--- src/shared/fnd_pkg.sv ---
// Constants, types and field layouts of the fractional-N divider control core
package fnd_pkg;

    // ------------------------------------------------------------------
    // Clock and timing
    // ------------------------------------------------------------------
    localparam int unsigned CLK_PERIOD_NS = 100;
    localparam int unsigned LOCK_WIN_NS   = 250;
    // Longest time: round down, never below one cycle
    localparam int unsigned LOCK_WIN_CYC_I =
        (LOCK_WIN_NS / CLK_PERIOD_NS) < 1 ? 1 : (LOCK_WIN_NS / CLK_PERIOD_NS);
    localparam logic [3:0]  LOCK_WIN_CYC  = LOCK_WIN_CYC_I[3:0];
    localparam logic [2:0]  LOCK_CMP_NEED = 3'h7;

    // ------------------------------------------------------------------
    // Divider widths and ratios
    // ------------------------------------------------------------------
    localparam int unsigned DIV_W   = 14;
    localparam int unsigned EFF_W   = 15;
    localparam int unsigned N_LSB   = 2;
    localparam int unsigned N_MSB   = 14;

    // Reference ratio per {sel_a, sel_b}; effective ratio is four times these
    localparam logic [DIV_W-1:0] REF_RATIO_00 = 14'h0118;  // 280
    localparam logic [DIV_W-1:0] REF_RATIO_10 = 14'h0120;  // 288
    localparam logic [DIV_W-1:0] REF_RATIO_01 = 14'h0100;  // 256
    localparam logic [DIV_W-1:0] REF_RATIO_11 = 14'h0180;  // 384

    // Legal effective main ratio range, kept by the host model only; the core does not guard it
    localparam logic [EFF_W-1:0] EFF_MIN = 15'h0800;
    localparam logic [EFF_W-1:0] EFF_MAX = 15'h7FFF;

    // Pump current code {msb, lsb}: 00=50, 01=102, 10=151, 11=203 uA nominal
    localparam logic [1:0] PUMP_CUR_RST = 2'h0;

    // ------------------------------------------------------------------
    // Carriers
    // ------------------------------------------------------------------
    typedef struct packed {
        logic             ref_ratio_sel_a;
        logic             ref_ratio_sel_b;
        logic [EFF_W-1:0] eff_ratio;
    } fnd_div_cfg_s;

    typedef struct packed {
        logic filter_amp_off;
        logic test_mode;
        logic pump_disable;
        logic pump_current_msb;
        logic pump_current_lsb;
        logic sw_c;
        logic sw_d;
        logic sw_e;
        logic sw_f;
        logic sw_g;
        logic sw_h;
    } fnd_ctl_cfg_s;

    typedef struct packed {
        logic source;
        logic sink;
    } fnd_pump_s;

    localparam fnd_div_cfg_s DIV_CFG_RST = '0;
    localparam fnd_ctl_cfg_s CTL_CFG_RST = '0;

    typedef enum logic [1:0] {
        PFD_IDLE = 2'b00,
        PFD_SRC  = 2'b01,
        PFD_SNK  = 2'b10
    } fnd_pfd_e;

endpackage

--- src/verilog/fnd_edge_div.sv ---
// Synchronised edge-counting programmable divider
`timescale 1ns/1ps
module fnd_edge_div
    import fnd_pkg::*;
(
    input  wire logic             mclk_i,
    input  wire logic             rstn_i,
    input  wire logic             hold_i,
    input  wire logic             sig_i,
    input  wire logic [DIV_W-1:0] ratio_i,
    output logic                  pulse_o
);

    logic [2:0]       sync_ff;
    logic [DIV_W-1:0] cnt_ff;
    logic             rise;

    // ------------------------------------------------------------------
    // Two-stage synchroniser, edge found on the later stages only
    // ------------------------------------------------------------------
    always_ff @(posedge mclk_i or negedge rstn_i) begin
        if (!rstn_i) begin
            sync_ff <= 3'h0;
        end else begin
            sync_ff <= {sync_ff[1:0], sig_i};
        end
    end

    assign rise = sync_ff[1] & ~sync_ff[2];

    // ------------------------------------------------------------------
    // Counter: one pulse every ratio_i input edges
    // ------------------------------------------------------------------
    always_ff @(posedge mclk_i or negedge rstn_i) begin
        if (!rstn_i) begin
            cnt_ff  <= '0;
            pulse_o <= 1'b0;
        end else if (hold_i) begin
            cnt_ff  <= '0;
            pulse_o <= 1'b0;
        end else if (rise) begin
            if (cnt_ff >= ratio_i - DIV_W'(1)) begin
                cnt_ff  <= '0;
                pulse_o <= 1'b1;
            end else begin
                cnt_ff  <= cnt_ff + DIV_W'(1);
                pulse_o <= 1'b0;
            end
        end else begin
            pulse_o <= 1'b0;
        end
    end

endmodule

--- src/verilog/fnd_core.sv ---
// Fractional-N divider control core: dividers, phase detector, pump, lock, switches
//
// Functional notes
// - Reference divided by one of four selectable ratios
// - Comparison grid is four times channel step
// - Main divider divides by N or N+1
// - N+1 chosen k of four cycles
// - Test bit routes divided signals to C, F
// - Dividers held reset until ratio first written
// - Divider setting applied after transfer completes
// - Divider change applied only while pump idle
// - Phase detector drives source, sink or idle
// - Four pump current levels from two bits
// - Pump disable forces pump output off
// - Current change applied after transfer, pump idle
// - Amplifier-off bit disables loop amplifier output
// - Lock after seven in-window comparisons
// - Lock flag output high while locked
// - Pump disable deactivates lock detector
// - Six switch outputs follow own control bits; C and F only while the test bit is clear
// - Ratio select encoding 00,10,01,11 mapping
// - Pump current code maps 50 to 203 uA
// - Bytes arrive in ascending order, none skipped
// - Switch bit high turns output current on
`timescale 1ns/1ps
module fnd_core
    import fnd_pkg::*;
(
    input  wire logic         mclk_i,
    input  wire logic         rstn_i,
    input  wire logic         ref_in_i,
    input  wire logic         rf_in_i,
    input  wire fnd_div_cfg_s div_cfg_i,
    input  wire logic         div_wr_i,
    input  wire fnd_ctl_cfg_s ctl_cfg_i,
    input  wire logic         ctl_wr_i,
    output fnd_pump_s         pump_output_o,
    output logic [1:0]        pump_current_o,
    output logic              loop_amp_output_en_o,
    output logic              lock_flag_out_o,
    output logic              switch_out_c_o,
    output logic              switch_out_d_o,
    output logic              switch_out_e_o,
    output logic              switch_out_f_o,
    output logic              switch_out_g_o,
    output logic              switch_out_h_o,
    output logic              div_running_o,
    output logic              update_pending_o
);

    // ------------------------------------------------------------------
    // Declarations
    // ------------------------------------------------------------------
    fnd_div_cfg_s     div_pend_ff;
    logic             div_pend_vld_ff;
    fnd_div_cfg_s     div_act_ff;
    logic             div_run_ff;
    logic [1:0]       cur_pend_ff;
    logic             cur_pend_vld_ff;
    logic [1:0]       cur_act_ff;
    fnd_ctl_cfg_s     ctl_ff;
    fnd_pfd_e         pfd_ff;
    fnd_pfd_e         nxt_pfd;
    logic             ref_pulse;
    logic             main_pulse;
    logic             pump_quiet;
    logic [DIV_W-1:0] ref_ratio;
    logic [DIV_W-1:0] main_ratio;
    logic [1:0]       frac_acc_ff;
    logic             plus_one_ff;
    logic [2:0]       nxt_frac_sum;
    logic [3:0]       width_ff;
    logic [2:0]       good_cnt_ff;
    logic             cmp_done;
    logic             win_exceeded;
    logic             lock_ff;
    logic             ref_mon_ff;
    logic             main_mon_ff;
    fnd_pump_s        nxt_pump;

    // ------------------------------------------------------------------
    // Ratio decoding
    // ------------------------------------------------------------------
    // Grid at four times the step; fractional sequencing makes the step
    always_comb begin
        case ({div_act_ff.ref_ratio_sel_a, div_act_ff.ref_ratio_sel_b})
            2'b00:   ref_ratio = REF_RATIO_00;
            2'b10:   ref_ratio = REF_RATIO_10;
            2'b01:   ref_ratio = REF_RATIO_01;
            2'b11:   ref_ratio = REF_RATIO_11;
            default: ref_ratio = REF_RATIO_00;
        endcase
    end

    // Base N is the upper 13 bits; ratios below EFF_MIN are not guarded
    assign main_ratio = DIV_W'(div_act_ff.eff_ratio[N_MSB:N_LSB])
                      + DIV_W'(plus_one_ff);

    // ------------------------------------------------------------------
    // Dividers
    // ------------------------------------------------------------------
    fnd_edge_div u_ref_div (
        .mclk_i  (mclk_i),
        .rstn_i  (rstn_i),
        .hold_i  (~div_run_ff),
        .sig_i   (ref_in_i),
        .ratio_i (ref_ratio),
        .pulse_o (ref_pulse)
    );

    fnd_edge_div u_main_div (
        .mclk_i  (mclk_i),
        .rstn_i  (rstn_i),
        .hold_i  (~div_run_ff),
        .sig_i   (rf_in_i),
        .ratio_i (main_ratio),
        .pulse_o (main_pulse)
    );

    // ------------------------------------------------------------------
    // Fractional sequencer
    // ------------------------------------------------------------------
    // Accumulator carry picks N+1 for k of every four main cycles
    assign nxt_frac_sum = {1'b0, frac_acc_ff}
                        + {1'b0, div_act_ff.eff_ratio[N_LSB-1:0]};

    always_ff @(posedge mclk_i or negedge rstn_i) begin
        if (!rstn_i) begin
            frac_acc_ff <= 2'h0;
            plus_one_ff <= 1'b0;
        end else if (!div_run_ff) begin
            frac_acc_ff <= 2'h0;
            plus_one_ff <= 1'b0;
        end else if (main_pulse) begin
            frac_acc_ff <= nxt_frac_sum[1:0];
            plus_one_ff <= nxt_frac_sum[2];
        end
    end

    // ------------------------------------------------------------------
    // Tri-state phase detector
    // ------------------------------------------------------------------
    always_comb begin
        nxt_pfd = pfd_ff;
        case (pfd_ff)
            PFD_IDLE: begin
                if (ref_pulse && !main_pulse) begin
                    nxt_pfd = PFD_SRC;
                end else if (main_pulse && !ref_pulse) begin
                    nxt_pfd = PFD_SNK;
                end
            end
            PFD_SRC: begin
                if (main_pulse) begin
                    nxt_pfd = PFD_IDLE;
                end
            end
            PFD_SNK: begin
                if (ref_pulse) begin
                    nxt_pfd = PFD_IDLE;
                end
            end
            default: nxt_pfd = PFD_IDLE;
        endcase
    end

    always_ff @(posedge mclk_i or negedge rstn_i) begin
        if (!rstn_i) begin
            pfd_ff <= PFD_IDLE;
        end else if (!div_run_ff) begin
            pfd_ff <= PFD_IDLE;
        end else begin
            pfd_ff <= nxt_pfd;
        end
    end

    // Quiet now and not about to start this cycle
    assign pump_quiet = (pfd_ff == PFD_IDLE) && (nxt_pfd == PFD_IDLE);

    always_comb begin
        nxt_pump.source = (nxt_pfd == PFD_SRC) && !ctl_ff.pump_disable;
        nxt_pump.sink   = (nxt_pfd == PFD_SNK) && !ctl_ff.pump_disable;
    end

    always_ff @(posedge mclk_i or negedge rstn_i) begin
        if (!rstn_i) begin
            pump_output_o <= '0;
        end else begin
            pump_output_o <= nxt_pump;
        end
    end

    // ------------------------------------------------------------------
    // Divider setting: pending copy, applied at a quiet pump moment
    // ------------------------------------------------------------------
    // Write strobe marks the end of a whole transfer, bytes in order
    always_ff @(posedge mclk_i or negedge rstn_i) begin
        if (!rstn_i) begin
            div_pend_ff     <= DIV_CFG_RST;
            div_pend_vld_ff <= 1'b0;
        end else if (div_wr_i) begin
            // New write stays pending; a same-cycle apply still takes the old pending copy
            div_pend_ff     <= div_cfg_i;
            div_pend_vld_ff <= 1'b1;
        end else if (div_pend_vld_ff && (pump_quiet || !div_run_ff)) begin
            div_pend_vld_ff <= 1'b0;
        end
    end

    always_ff @(posedge mclk_i or negedge rstn_i) begin
        if (!rstn_i) begin
            div_act_ff <= DIV_CFG_RST;
            div_run_ff <= 1'b0;
        end else if (div_pend_vld_ff && (pump_quiet || !div_run_ff)) begin
            div_act_ff <= div_pend_ff;
            div_run_ff <= 1'b1;
        end
    end

    // ------------------------------------------------------------------
    // Pump current: divider's pending scheme, but nothing applied in a write cycle
    // ------------------------------------------------------------------
    always_ff @(posedge mclk_i or negedge rstn_i) begin
        if (!rstn_i) begin
            cur_pend_ff     <= PUMP_CUR_RST;
            cur_pend_vld_ff <= 1'b0;
        end else if (ctl_wr_i) begin
            cur_pend_ff     <= {ctl_cfg_i.pump_current_msb,
                                ctl_cfg_i.pump_current_lsb};
            cur_pend_vld_ff <= 1'b1;
        end else if (cur_pend_vld_ff && pump_quiet) begin
            cur_pend_vld_ff <= 1'b0;
        end
    end

    always_ff @(posedge mclk_i or negedge rstn_i) begin
        if (!rstn_i) begin
            cur_act_ff <= PUMP_CUR_RST;
        end else if (cur_pend_vld_ff && !ctl_wr_i && pump_quiet) begin
            cur_act_ff <= cur_pend_ff;
        end
    end

    always_ff @(posedge mclk_i or negedge rstn_i) begin
        if (!rstn_i) begin
            pump_current_o <= PUMP_CUR_RST;
        end else begin
            pump_current_o <= cur_act_ff;
        end
    end

    // ------------------------------------------------------------------
    // Control bits that take effect at once
    // ------------------------------------------------------------------
    always_ff @(posedge mclk_i or negedge rstn_i) begin
        if (!rstn_i) begin
            ctl_ff <= CTL_CFG_RST;
        end else if (ctl_wr_i) begin
            ctl_ff <= ctl_cfg_i;
        end
    end

    always_ff @(posedge mclk_i or negedge rstn_i) begin
        if (!rstn_i) begin
            loop_amp_output_en_o <= 1'b0;
        end else begin
            loop_amp_output_en_o <= !ctl_ff.filter_amp_off;
        end
    end

    // ------------------------------------------------------------------
    // Lock detector
    // ------------------------------------------------------------------
    // Width counted while the pump would be active, saturating
    assign cmp_done     = (pfd_ff != PFD_IDLE) && (nxt_pfd == PFD_IDLE);
    assign win_exceeded = (pfd_ff != PFD_IDLE) && (width_ff >= LOCK_WIN_CYC);

    always_ff @(posedge mclk_i or negedge rstn_i) begin
        if (!rstn_i) begin
            width_ff <= 4'h0;
        end else if (pfd_ff == PFD_IDLE || cmp_done) begin
            width_ff <= 4'h0;
        end else if (width_ff != 4'hF) begin
            width_ff <= width_ff + 4'h1;
        end
    end

    always_ff @(posedge mclk_i or negedge rstn_i) begin
        if (!rstn_i) begin
            good_cnt_ff <= 3'h0;
            lock_ff     <= 1'b0;
        end else if (ctl_ff.pump_disable || !div_run_ff) begin
            good_cnt_ff <= 3'h0;
            lock_ff     <= 1'b0;
        end else if (win_exceeded) begin
            good_cnt_ff <= 3'h0;
            lock_ff     <= 1'b0;
        end else if (cmp_done || (ref_pulse && main_pulse)) begin
            if (good_cnt_ff >= LOCK_CMP_NEED - 3'h1) begin
                good_cnt_ff <= LOCK_CMP_NEED;
                lock_ff     <= 1'b1;
            end else begin
                good_cnt_ff <= good_cnt_ff + 3'h1;
            end
        end
    end

    always_ff @(posedge mclk_i or negedge rstn_i) begin
        if (!rstn_i) begin
            lock_flag_out_o <= 1'b0;
        end else begin
            lock_flag_out_o <= lock_ff;
        end
    end

    // ------------------------------------------------------------------
    // Switch outputs and test monitors
    // ------------------------------------------------------------------
    // Monitors toggle per divided period: a one-cycle pulse is too short
    // to be seen off chip
    always_ff @(posedge mclk_i or negedge rstn_i) begin
        if (!rstn_i) begin
            ref_mon_ff  <= 1'b0;
            main_mon_ff <= 1'b0;
        end else begin
            ref_mon_ff  <= ref_mon_ff ^ ref_pulse;
            main_mon_ff <= main_mon_ff ^ main_pulse;
        end
    end

    always_ff @(posedge mclk_i or negedge rstn_i) begin
        if (!rstn_i) begin
            switch_out_c_o <= 1'b0;
            switch_out_d_o <= 1'b0;
            switch_out_e_o <= 1'b0;
            switch_out_f_o <= 1'b0;
            switch_out_g_o <= 1'b0;
            switch_out_h_o <= 1'b0;
        end else begin
            switch_out_c_o <= ctl_ff.test_mode ? ref_mon_ff : ctl_ff.sw_c;
            switch_out_d_o <= ctl_ff.sw_d;
            switch_out_e_o <= ctl_ff.sw_e;
            switch_out_f_o <= ctl_ff.test_mode ? main_mon_ff : ctl_ff.sw_f;
            switch_out_g_o <= ctl_ff.sw_g;
            switch_out_h_o <= ctl_ff.sw_h;
        end
    end

    // ------------------------------------------------------------------
    // Status
    // ------------------------------------------------------------------
    always_ff @(posedge mclk_i or negedge rstn_i) begin
        if (!rstn_i) begin
            div_running_o    <= 1'b0;
            update_pending_o <= 1'b0;
        end else begin
            div_running_o    <= div_run_ff;
            update_pending_o <= div_pend_vld_ff | cur_pend_vld_ff;
        end
    end

endmodule

--- config.mk ---
export PLATFORM = sky130hd
export DESIGN_NAME = fnd_core
export DESIGN_NICKNAME = d
export VERILOG_FILES = /design/src/shared/fnd_pkg.sv /design/src/verilog/fnd_edge_div.sv /design/src/verilog/fnd_core.sv
export SDC_FILE = /design/constraint.sdc
export NUM_CORES = 1
export LEC_CHECK = 0
export BUFFER_PORTS_ARGS = -buffer_cell sky130_fd_sc_hd__buf_2
export CAP_MARGIN = 10
export CORE_ASPECT_RATIO = 1.2
export CORE_MARGIN = 3
export CORE_UTILIZATION = 50
export DETAILED_ROUTE_END_ITERATION = 16
export PLACE_DENSITY = 0.73
export RECOVER_POWER = 50
export SYNTH_ARGS = -nofsm -noshare
export SYNTH_HDL_FRONTEND = slang
export SYNTH_SLANG_ARGS = --single-unit
--- constraint.sdc ---
create_clock -name mclk_i -period 5.2 [get_ports mclk_i]
set_input_delay 0.26 -clock mclk_i [delete_from_list [all_inputs] [get_ports mclk_i]]
set_output_delay 0.26 -clock mclk_i [all_outputs]
set_load 0.02 [all_outputs]
==> impl_metrics.toml, run 1 <==
[final_layout]
diodes = 0
drive_gt1_frac = 0.245
final_area_um2 = 6200
nets = 565
finalNonFillerCells = 640
layout-area-overhead-vs-synth_pct = 18.3

[drt]
route.met2.wl_um = 5000
wl_per_cell_um = 15.0
drtAntennaViolNets = 0
drt_iter0_markers = 166
highest-signal-layer = "met4"
dr.pass1.iters = 4
wl_um = 9590
vias = 3534
wl_met1_um = 4080
drt-vias-per-instance = 5.52
dr_wl_met3_um = 318
drcViolationCount = 0

[setup_path]
required_ns = 5.54
start_kind = "flop"
cp_max_fo = 12
crit_path_max_incr_delay_ns = 0.75
cp_data_arrival_time_ns = 4.16
cp_slowest_cell = "a21oi_1"
path_common_cell = "ha_1"
path_class = "reg2reg"
crit_chain = "inv_1 > ha_1 > ha_1 > nor3b_1 > nand2b_1 > or3_1 > nor4_1 > xnor2_1 > ha_1 > nand4_1 > nor2_1 > o311ai_0 > a21oi_1 > and2_1"
cp-end-kind = "flop"

[placement]
gp_congestion = 0.806
hpwl_um = 6640
placed_cells = 606
portBuffers = 47
postPlaceCellArea_um2 = 5610
dp_slack_ns = 1.36

[die]
top_level_ports = 48
die_area_um2 = 11800
row_count = 40
die_w_um = 99.5
core-area_um2 = 10100
die_h_um = 118
start_util = 0.519

[synth]
synth_top_cell_by_area = "dfrtp_1"
yosysSeqAreaShare = 0.549
synth-seq-cells = 115
synth.area.top_cells = "dfrtp_1, mux2_2, ha_1"
ys_top_cells_by_count = "dfrtp_1, mux2_2, nor2_1"
synth_enable_flop_cells = 0
async_flop_share = 1.00
yosysTopAreaCellShare = 0.549
postSynthAreaPerCell_um2 = 11.9
ys_types = 53
ys.flop_type = "dfrtp_1"
ys_warn_count = 0
synth_cells = 442
synth_area_um2 = 5250
synth_nets = 505
yosysMostFrequentCell = "dfrtp_1"

[pwr]
pwr-share-seq = 0.422
peakVddDrop_uv = 220
power_density_nw_per_um2 = 418
sw_frac_of_total = 0.257
clock_power_share = 0.439
p_leak_nw = 2.81
power.switching_uw = 668
cellInternalPower_mw = 1.93
pwr-share-comb = 0.139

[clock_network]
cts_setup_buffers = 0
root_buffer = "clkbuf_16"
cts-resized-gates = 0
clock_latency_ns = 0.41
clockBufferDepth = 2
clkSlewWorstSetupHoldPaths_ns = 0.05
cts_tree = "done"
cts_made_buffers = 17
hold_buffers = 3
cts.sinks = 115
h-tree-depth = 4

[sta]
fmax_mhz = 262
layout_min_cycle_time_ns = 3.82
finClkSkew_ns = 0.00546
rsz0062_at_grt = "no"
slew_headroom = -0.690
setup_viol = 0
worst_pin_slew_ns = 2.54
setup_slack_ns = 1.38
hold_viol_final = 0
setup_tns_ns = 0
slew_viol_final = 51
period_share = 0.734

[global_route]
antenna_found_initial = 0
grt_max_degree = 67
first_global_vias = 3736
track_usage = 0.181
overflow = 0
grt_pass1_wl_um = 17100

[run_status]
violations = "max-capacitance violations, max-slew violations"
run_status = "finished with violations"

[min_path]
min_path_type = "in2reg"

[run]
max-cap-violations = 1
==> sequential cells by signal (all words and copies together), names as in the netlist, 3 cells and up <==
name / cells
div_act_ff: 17
div_pend_ff: 17
u_main_div.cnt_ff: 14
u_ref_div.cnt_ff: 14
ctl_ff: 9
width_ff: 4
good_cnt_ff: 3
u_main_div.sync_ff: 3
u_ref_div.sync_ff: 3
==> cell usage in the layout, fill, tap and decap left out, types with 10 or more instances in the layout <==
cell type	instances
dfrtp_1	115
mux2_2	48
nor2_1	38
buf_2	32
ha_1	28
nand2_1	25
xnor2_1	23
nor3_1	20
clkbuf_16	17
clkbuf_1	16
inv_1	15
nand3_1	13
nor4_1	10
a21oi_1	10
==> final timing paths <==
path                                                 start  cells after the start                         endpoint  slack [ns]
setup / recovery                   plus_one_ff$_DFFE_PN0P_                     14     u_main_div.pulse_o$_DFF_PN0_        1.38
hold / removal                               ctl_cfg_i[10]                      3           ctl_ff[10]$_DFFE_PN0P_        0.07
setup reg to reg                   plus_one_ff$_DFFE_PN0P_                     14     u_main_div.pulse_o$_DFF_PN0_        1.38
hold reg to reg            u_main_div.sync_ff[0]$_DFF_PN0_                      0  u_main_div.sync_ff[1]$_DFF_PN0_        0.36
max in group asynchronous                           rstn_i                      3        div_act_ff[6]$_DFFE_PN0P_        2.12
min in group asynchronous                           rstn_i                      2  u_ref_div.cnt_ff[6]$_DFFE_PN0P_        1.19
==> per-stage QoR <==
step,hold WS (ns),utilization,total power [mW]
floorplan,-0.0356,-,1.35
global placement,0.308,0.555,1.45
detailed placement,0.317,0.555,1.47
CTS,0.0519,0.616,2.62
global route,0.0744,0.614,2.72
finish,0.0696,0.614,2.59
==> kinds of logic (layout without fill, tap and decap cells) <==
| kind of cell | Yosys count | in the layout | share of synthesized area |
|---|---|---|---|
| XOR/XNOR | 29 | 29 | 0.0484 |
| buffers and inverters | 26 | 98 | 0.0193 |
| adder cells (fa/ha/maj) | 29 | 29 | 0.0706 |
| flip-flops | 115 | 115 | 0.549 |
| multiplexers | 51 | 51 | 0.109 |
| AO/OA/AOI/OAI | 49 | 49 | 0.0663 |
| AND/OR/NAND/NOR | 143 | 143 | 0.138 |
==> worst max-delay path, delay by kind of cell (launching register included) <==
family	cells	cell delay, ns
buffers and inverters	1	0.06
adder cells (fa/ha/maj)	3	0.64
flip-flops	1	0.38
XOR/XNOR	1	0.13
AO/OA/AOI/OAI	2	1.02
AND/OR/NAND/NOR	7	1.53
==> power groups by stage <==
stage / combinational (mW) / sequential (mW) / clock (mW)
after global placement: 0.344 / 1.10 / 0
final: 0.360 / 1.10 / 1.14
after detailed placement: 0.363 / 1.11 / 0
after global routing: 0.411 / 1.11 / 1.20
after CTS: 0.369 / 1.10 / 1.16
after floorplan: 0.253 / 1.10 / 0
==> per-layer routing <==
metal | vias to the layer above | GRT usage
li1 | 1687 | -
met1 | 1772 | 0.218
met2 | 58 | 0.304
met3 | 17 | 0.0496
met4 | 0 | 0.0769
met5 | - | 0
==> final cells by class <==
type                    instances  area (um2)
clock inverters                 9         104
clock buffers                  22         484
well taps                     126         158
fillers                       804        3910
repair buffers                 51         254
multi-input cells             301        2270
flip-flops and latches        115        2880
inverters                      16        60.1
Power figures use the tool's default switching activity.
==> inputs of run 2 (changes only) <==
==> constraint.sdc (replaced) <==
create_clock -name mclk_i -period 3.8 [get_ports mclk_i]
set_input_delay 0.19 -clock mclk_i [delete_from_list [all_inputs] [get_ports mclk_i]]
set_output_delay 0.19 -clock mclk_i [all_outputs]
set_load 0.02 [all_outputs]
==> impl_metrics.toml, run 2 (same netlist as run 1, synthesis figures left out) <==
[run_status]
run_status = "finished with violations"
violations = "max-capacitance violations, max-slew violations"

[setup_path]
critPathLaunch = "div_act_ff[2]$_DFFE_PN0P_"
start_kind = "flop"
r2r-end = "u_main_div.cnt_ff[9]$_DFFE_PN0P_"
crit_chain = "inv_1 > ha_1 > ha_1 > nor3b_1 > nand2b_1 > or3_1 > nor4_1 > xnor2_1 > ha_1 > a21oi_1 > nand2_1 > a221oi_1 > a21oi_2 > buf_4 > nor3_1"
crit_end = "u_main_div.cnt_ff[9]$_DFFE_PN0P_"
required_ns = 4.11
path_class = "reg2reg"
reg2reg_depth = 15
r2r_slack_ns = 0.35
cp_max_fo = 12
path_common_cell = "ha_1"
cp_data_arrival_time_ns = 3.76
cp-end-kind = "flop"
worstReg2RegStart = "div_act_ff[2]$_DFFE_PN0P_"
crit_path_max_incr_delay_ns = 0.44
cp_slowest_cell = "a221oi_1"

[drt]
wl_per_cell_um = 14.9
drcViolationCount = 0
dr.pass1.iters = 4
drt_iter0_markers = 154
drt-vias-per-instance = 5.46
vias = 3660
drtAntennaViolNets = 0
wl_um = 9990

[final_layout]
nets = 595
drive_gt1_frac = 0.241
diodes = 0
final_cell_mix = "dfrtp_1, mux2_2, nor2_1"
nFillCells = 771
final_common_cell = "dfrtp_1"
layout-area-overhead-vs-synth_pct = 23.7
final_area_um2 = 6490
reg_top3 = "div_act_ff x17, div_pend_ff x17"

[sta]
whs_ns = 0.0263
fmax_mhz = 289
slew_headroom = -0.791
worst_pin_slew_ns = 2.69
setup_viol = 0
period_share = 0.909
rsz0062_at_grt = "no"
finClkSkew_ns = 0.00813
layout_min_cycle_time_ns = 3.45
slew_viol_final = 53
hold_viol_final = 0

[die]
die_h_um = 118
die_area_um2 = 11800
row_count = 40
die_w_um = 99.5
top_level_ports = 48
core-area_um2 = 10100
start_util = 0.519

[pwr]
p_leak_nw = 2.92
pwr-share-comb = 0.147
pwr-share-seq = 0.423
power_density_nw_per_um2 = 548
sw_frac_of_total = 0.257
peakVddDrop_uv = 359
cellInternalPower_mw = 2.64
clock_power_share = 0.430
power.switching_uw = 915

[clock_network]
cts_tree = "done"
cts.sinks = 115
h-tree-depth = 4
clkSlewWorstSetupHoldPaths_ns = 0.05
clock_latency_ns = 0.41
root_buffer = "clkbuf_16"
clockBufferDepth = 2
cts_made_buffers = 17

[global_route]
first_global_vias = 3757
grt_pass1_wl_um = 17300
track_usage = 0.184
overflow = 0
antenna_found_initial = 0
grt_max_degree = 53

[placement]
portBuffers = 47
postPlaceCellArea_um2 = 5640
hpwl_um = 6720
gp_congestion = 0.773

[run]
max-cap-violations = 1

[min_path]
hp-start = "ctl_cfg_i[8]"
min_path_type = "in2reg"
run 2: cell count changes in the layout (fill, tap and decap cells not counted), sizes merged:
cell,delta
buf,+5
clkinv,-2
clkinvlp,+2
dlygate4sd3,+25
run 2: routing by layer:
metal / part of all wire / up-vias / track usage
met5: 0 / - / 0
met4: 0.025 / 0 / 0.0803
met3: 0.037 / 24 / 0.0508
met2: 0.53 / 65 / 0.317
met1: 0.41 / 1813 / 0.213
li1: - / 1758 / -
run 2: critical path: cells and delay by family (launching register included):
family,cells,cell delay (ns)
and+or+nand+nor,6,1.25
adders and majority gates,3,0.61
DFF,1,0.37
buffers and inverters,2,0.27
AOI/OAI and AO/OA,3,0.69
xor gates and xnor gates,1,0.16
run 2: worst min-delay path by stage:
stage | endpoint | slack (ns) | depth (start not counted)
CTS | ctl_ff[5]$_DFFE_PN0P_ | 0.0007 | 2
finish | ctl_ff[8]$_DFFE_PN0P_ | 0.03 | 2
global placement | u_ref_div.cnt_ff[8]$_DFFE_PN0P_ | 0.26 | 1
floorplan | ctl_ff[0]$_DFFE_PN0P_ | -0.11 | 0
detailed placement | u_ref_div.cnt_ff[8]$_DFFE_PN0P_ | 0.26 | 1
global route | div_pend_ff[12]$_DFFE_PN0P_ | 0.02 | 2
run 2: per-stage QoR:
stage          std cells   util  setup TNS (ns)  power [mW]  setup WS (ns)
2_1_floorplan        442      -               0        1.85          0.594
3_3_place_gp         610  0.558               0        1.98          0.104
3_5_place_dp         610  0.558          -0.308        2.02        -0.0475
4_1_cts              669  0.643               0        3.61          0.178
5_1_grt              670  0.642               0        3.73         0.0375
6_report             670  0.642               0        3.55          0.345
run 2: final cells by class:
cell class              instances  area (um2)  area share
well taps                     126         158      0.0243
inverters                      16        60.1     0.00926
clock buffers                  22         474      0.0731
multi-input cells             301        2270       0.350
flip-flops and latches        115        2880       0.444
repair buffers                 81         542      0.0835
clock inverters                 9         105      0.0162
run 2: power by group through the flow:
stage                     clock network, mW  logic (mW)  registers [mW]
after floorplan                           0       0.346            1.50
after global placement                    0       0.475            1.51
after detailed placement                  0       0.502            1.52
after CTS                              1.57       0.533            1.50
after global routing                   1.62       0.590            1.52
final                                  1.53       0.522            1.50
run 2: repair_timing:
action                                  4_1_cts  5_1_grt
resized for setup                             1        0
pin swaps                                     0        1
hold buffers                                 28        0
endpoints found under the setup margin       12       12
hold endpoints to repair                     77        0
setup buffers                                 0        1
gates cloned                                  0        0
==> inputs of run 3 (changes only) <==
--- a/config.mk
+++ b/config.mk
@@ -10,9 +10,11 @@
 export CORE_ASPECT_RATIO = 1.2
 export CORE_MARGIN = 3
 export CORE_UTILIZATION = 50
+export CTS_CLUSTER_SIZE = 25
 export DETAILED_ROUTE_END_ITERATION = 16
 export PLACE_DENSITY = 0.73
 export RECOVER_POWER = 50
+export SETUP_SLACK_MARGIN = 0.5
 export SYNTH_ARGS = -nofsm -noshare
 export SYNTH_HDL_FRONTEND = slang
 export SYNTH_SLANG_ARGS = --single-unit
==> constraint.sdc (replaced) <==
create_clock -name mclk_i -period 3.2 [get_ports mclk_i]
set_input_delay 0.16 -clock mclk_i [delete_from_list [all_inputs] [get_ports mclk_i]]
set_output_delay 0.16 -clock mclk_i [all_outputs]
set_load 0.02 [all_outputs]
==> impl_metrics.toml, run 3 (same netlist as run 1, synthesis figures left out) <==
[drt]
drt-vias-per-instance = 5.45
wl_um = 10600
dr.pass1.iters = 4
vias = 3710
wl_per_cell_um = 15.6
drcViolationCount = 0
drt_iter0_markers = 161
drtAntennaViolNets = 0

[global_route]
overflow = 0
antenna_found_initial = 0
first_global_vias = 3898
grt_pass1_wl_um = 18000
track_usage = 0.193
grt_max_degree = 68

[final_layout]
layout-area-overhead-vs-synth_pct = 29.4
multi_input_area_um2 = 2430
final_util = 0.671
final_cell_mix = "dfrtp_1, mux2_2, buf_2"
drive_gt1_frac = 0.314
final_common_cell = "dfrtp_1"
nFillCells = 744
diodes = 0
reg_top3 = "div_act_ff x17, div_pend_ff x17"
regArea_um2 = 2880
nets = 605

[run_status]
run_status = "finished with violations"
violations = "max-capacitance violations, max-slew violations"

[pwr]
power_density_nw_per_um2 = 653
p_leak_nw = 3.05
power.total_mw = 4.43
peakVddDrop_uv = 452

[clock_network]
clkSlewWorstSetupHoldPaths_ns = 0.05
cts.sinks = 115
cts_tree = "done"
h-tree-depth = 4
root_buffer = "clkbuf_16"
clock_latency_ns = 0.40
cts_made_buffers = 17
clockBufferDepth = 2

[min_path]
whs_path_depth = 2
min_path_type = "in2reg"
hold_path_end = "cur_pend_vld_ff$_DFFE_PN0P_"
hp-start = "ctl_wr_i"

[sta]
hold_viol_final = 0
period_share = 0.964
rsz0062_at_grt = "yes"
worst_pin_slew_ns = 1.59
layout_min_cycle_time_ns = 3.08
slew_headroom = -0.0605
slew_viol_final = 68
setup_viol = 0
finClkSkew_ns = 0.00633
fmax_mhz = 324

[placement]
gp_congestion = 0.802
hpwl_um = 6680
portBuffers = 47

[setup_path]
reg2reg_depth = 15
r2r-end = "u_main_div.pulse_o$_DFF_PN0_"
r2r_slack_ns = 0.12
cp-end-kind = "flop"
worstReg2RegStart = "plus_one_ff$_DFFE_PN0P_"
cp_max_fo = 6
cp_data_arrival_time_ns = 3.38
start_kind = "flop"
required_ns = 3.50
path_class = "reg2reg"

[die]
row_count = 40
top_level_ports = 48
core-area_um2 = 10100
start_util = 0.519
die_area_um2 = 11800
die_h_um = 118
die_w_um = 99.5

[run]
max-cap-violations = 1
[run 3: final cells by class]
| cell class | instances | share of cell area |
|---|---|---|
| Inverter | 16 | 0.00885 |
| Tap cell | 126 | 0.0232 |
| Sequential cell | 115 | 0.424 |
| Clock buffer | 22 | 0.0669 |
| Timing Repair Buffer | 91 | 0.0957 |
| Clock inverter | 10 | 0.0230 |
| Multi-Input combinational cell | 301 | 0.358 |
[run 3: routing by layer]
layer / routed length, um / vias to the layer above / track usage
met1: 4350 / 1868 / 0.220
met4: 109 / 0 / 0.0692
met3: 314 / 13 / 0.0567
met5: 0 / - / 0
li1: - / 1768 / -
met2: 5840 / 61 / 0.341
[run 3: power breakdown]
part           switching (mW)  internal [mW]
clock network           0.633           1.32
registers               0.167           1.63
logic                   0.336          0.350
total                    1.14           3.30
[run 3: metrics by stage]
step | instance area, um2 | instances | TNS [ns] | hold slack, ns | setup slack [ns]
after floorplan | 5270 | 442 | 0 | -0.136 | 0.263
after global placement | 5670 | 612 | 0 | 0.271 | 0.135
after detailed placement | 5670 | 612 | 0 | 0.276 | 0.0123
after CTS | 6690 | 678 | 0 | 0.0000131 | 0.0928
after global routing | 6790 | 681 | -0.145 | 0.189 | -0.0294
final | 6790 | 681 | 0 | 0.181 | 0.115
[run 3: worst max-delay path by stage]
stage / start / end
after floorplan: div_act_ff[2]$_DFFE_PN0P_ / u_main_div.cnt_ff[7]$_DFFE_PN0P_
after detailed placement: div_act_ff[2]$_DFFE_PN0P_ / u_main_div.cnt_ff[13]$_DFFE_PN0P_
after CTS: div_act_ff[2]$_DFFE_PN0P_ / u_main_div.cnt_ff[13]$_DFFE_PN0P_
final: plus_one_ff$_DFFE_PN0P_ / u_main_div.pulse_o$_DFF_PN0_
after global placement: div_act_ff[2]$_DFFE_PN0P_ / u_main_div.pulse_o$_DFF_PN0_
after global routing: plus_one_ff$_DFFE_PN0P_ / u_main_div.cnt_ff[7]$_DFFE_PN0P_
[run 3: repair_timing]
item / in CTS / in global routing
pin swaps: 5 / 13
resized for setup: 18 / 16
hold buffers: 30 / 1
gates cloned: 1 / 0
setup endpoints to repair: 15 / 15
buffers inserted: 3 / 2
endpoints found under the hold margin: 93 / 1
[run 3: worst max-delay path, cell delays in order (launching register included)]
cell and delay, ns:
dfrtp_1 0.39, inv_2 0.08, ha_4 0.14, ha_4 0.12
nor3b_4 0.19, nand2b_1 0.10, or3_4 0.36, nor4_4 0.15
xnor2_1 0.12, ha_1 0.35, a21oi_2 0.13, nand2_1 0.07
a221oi_2 0.34, a21oi_2 0.13, buf_6 0.16, and2_4 0.15
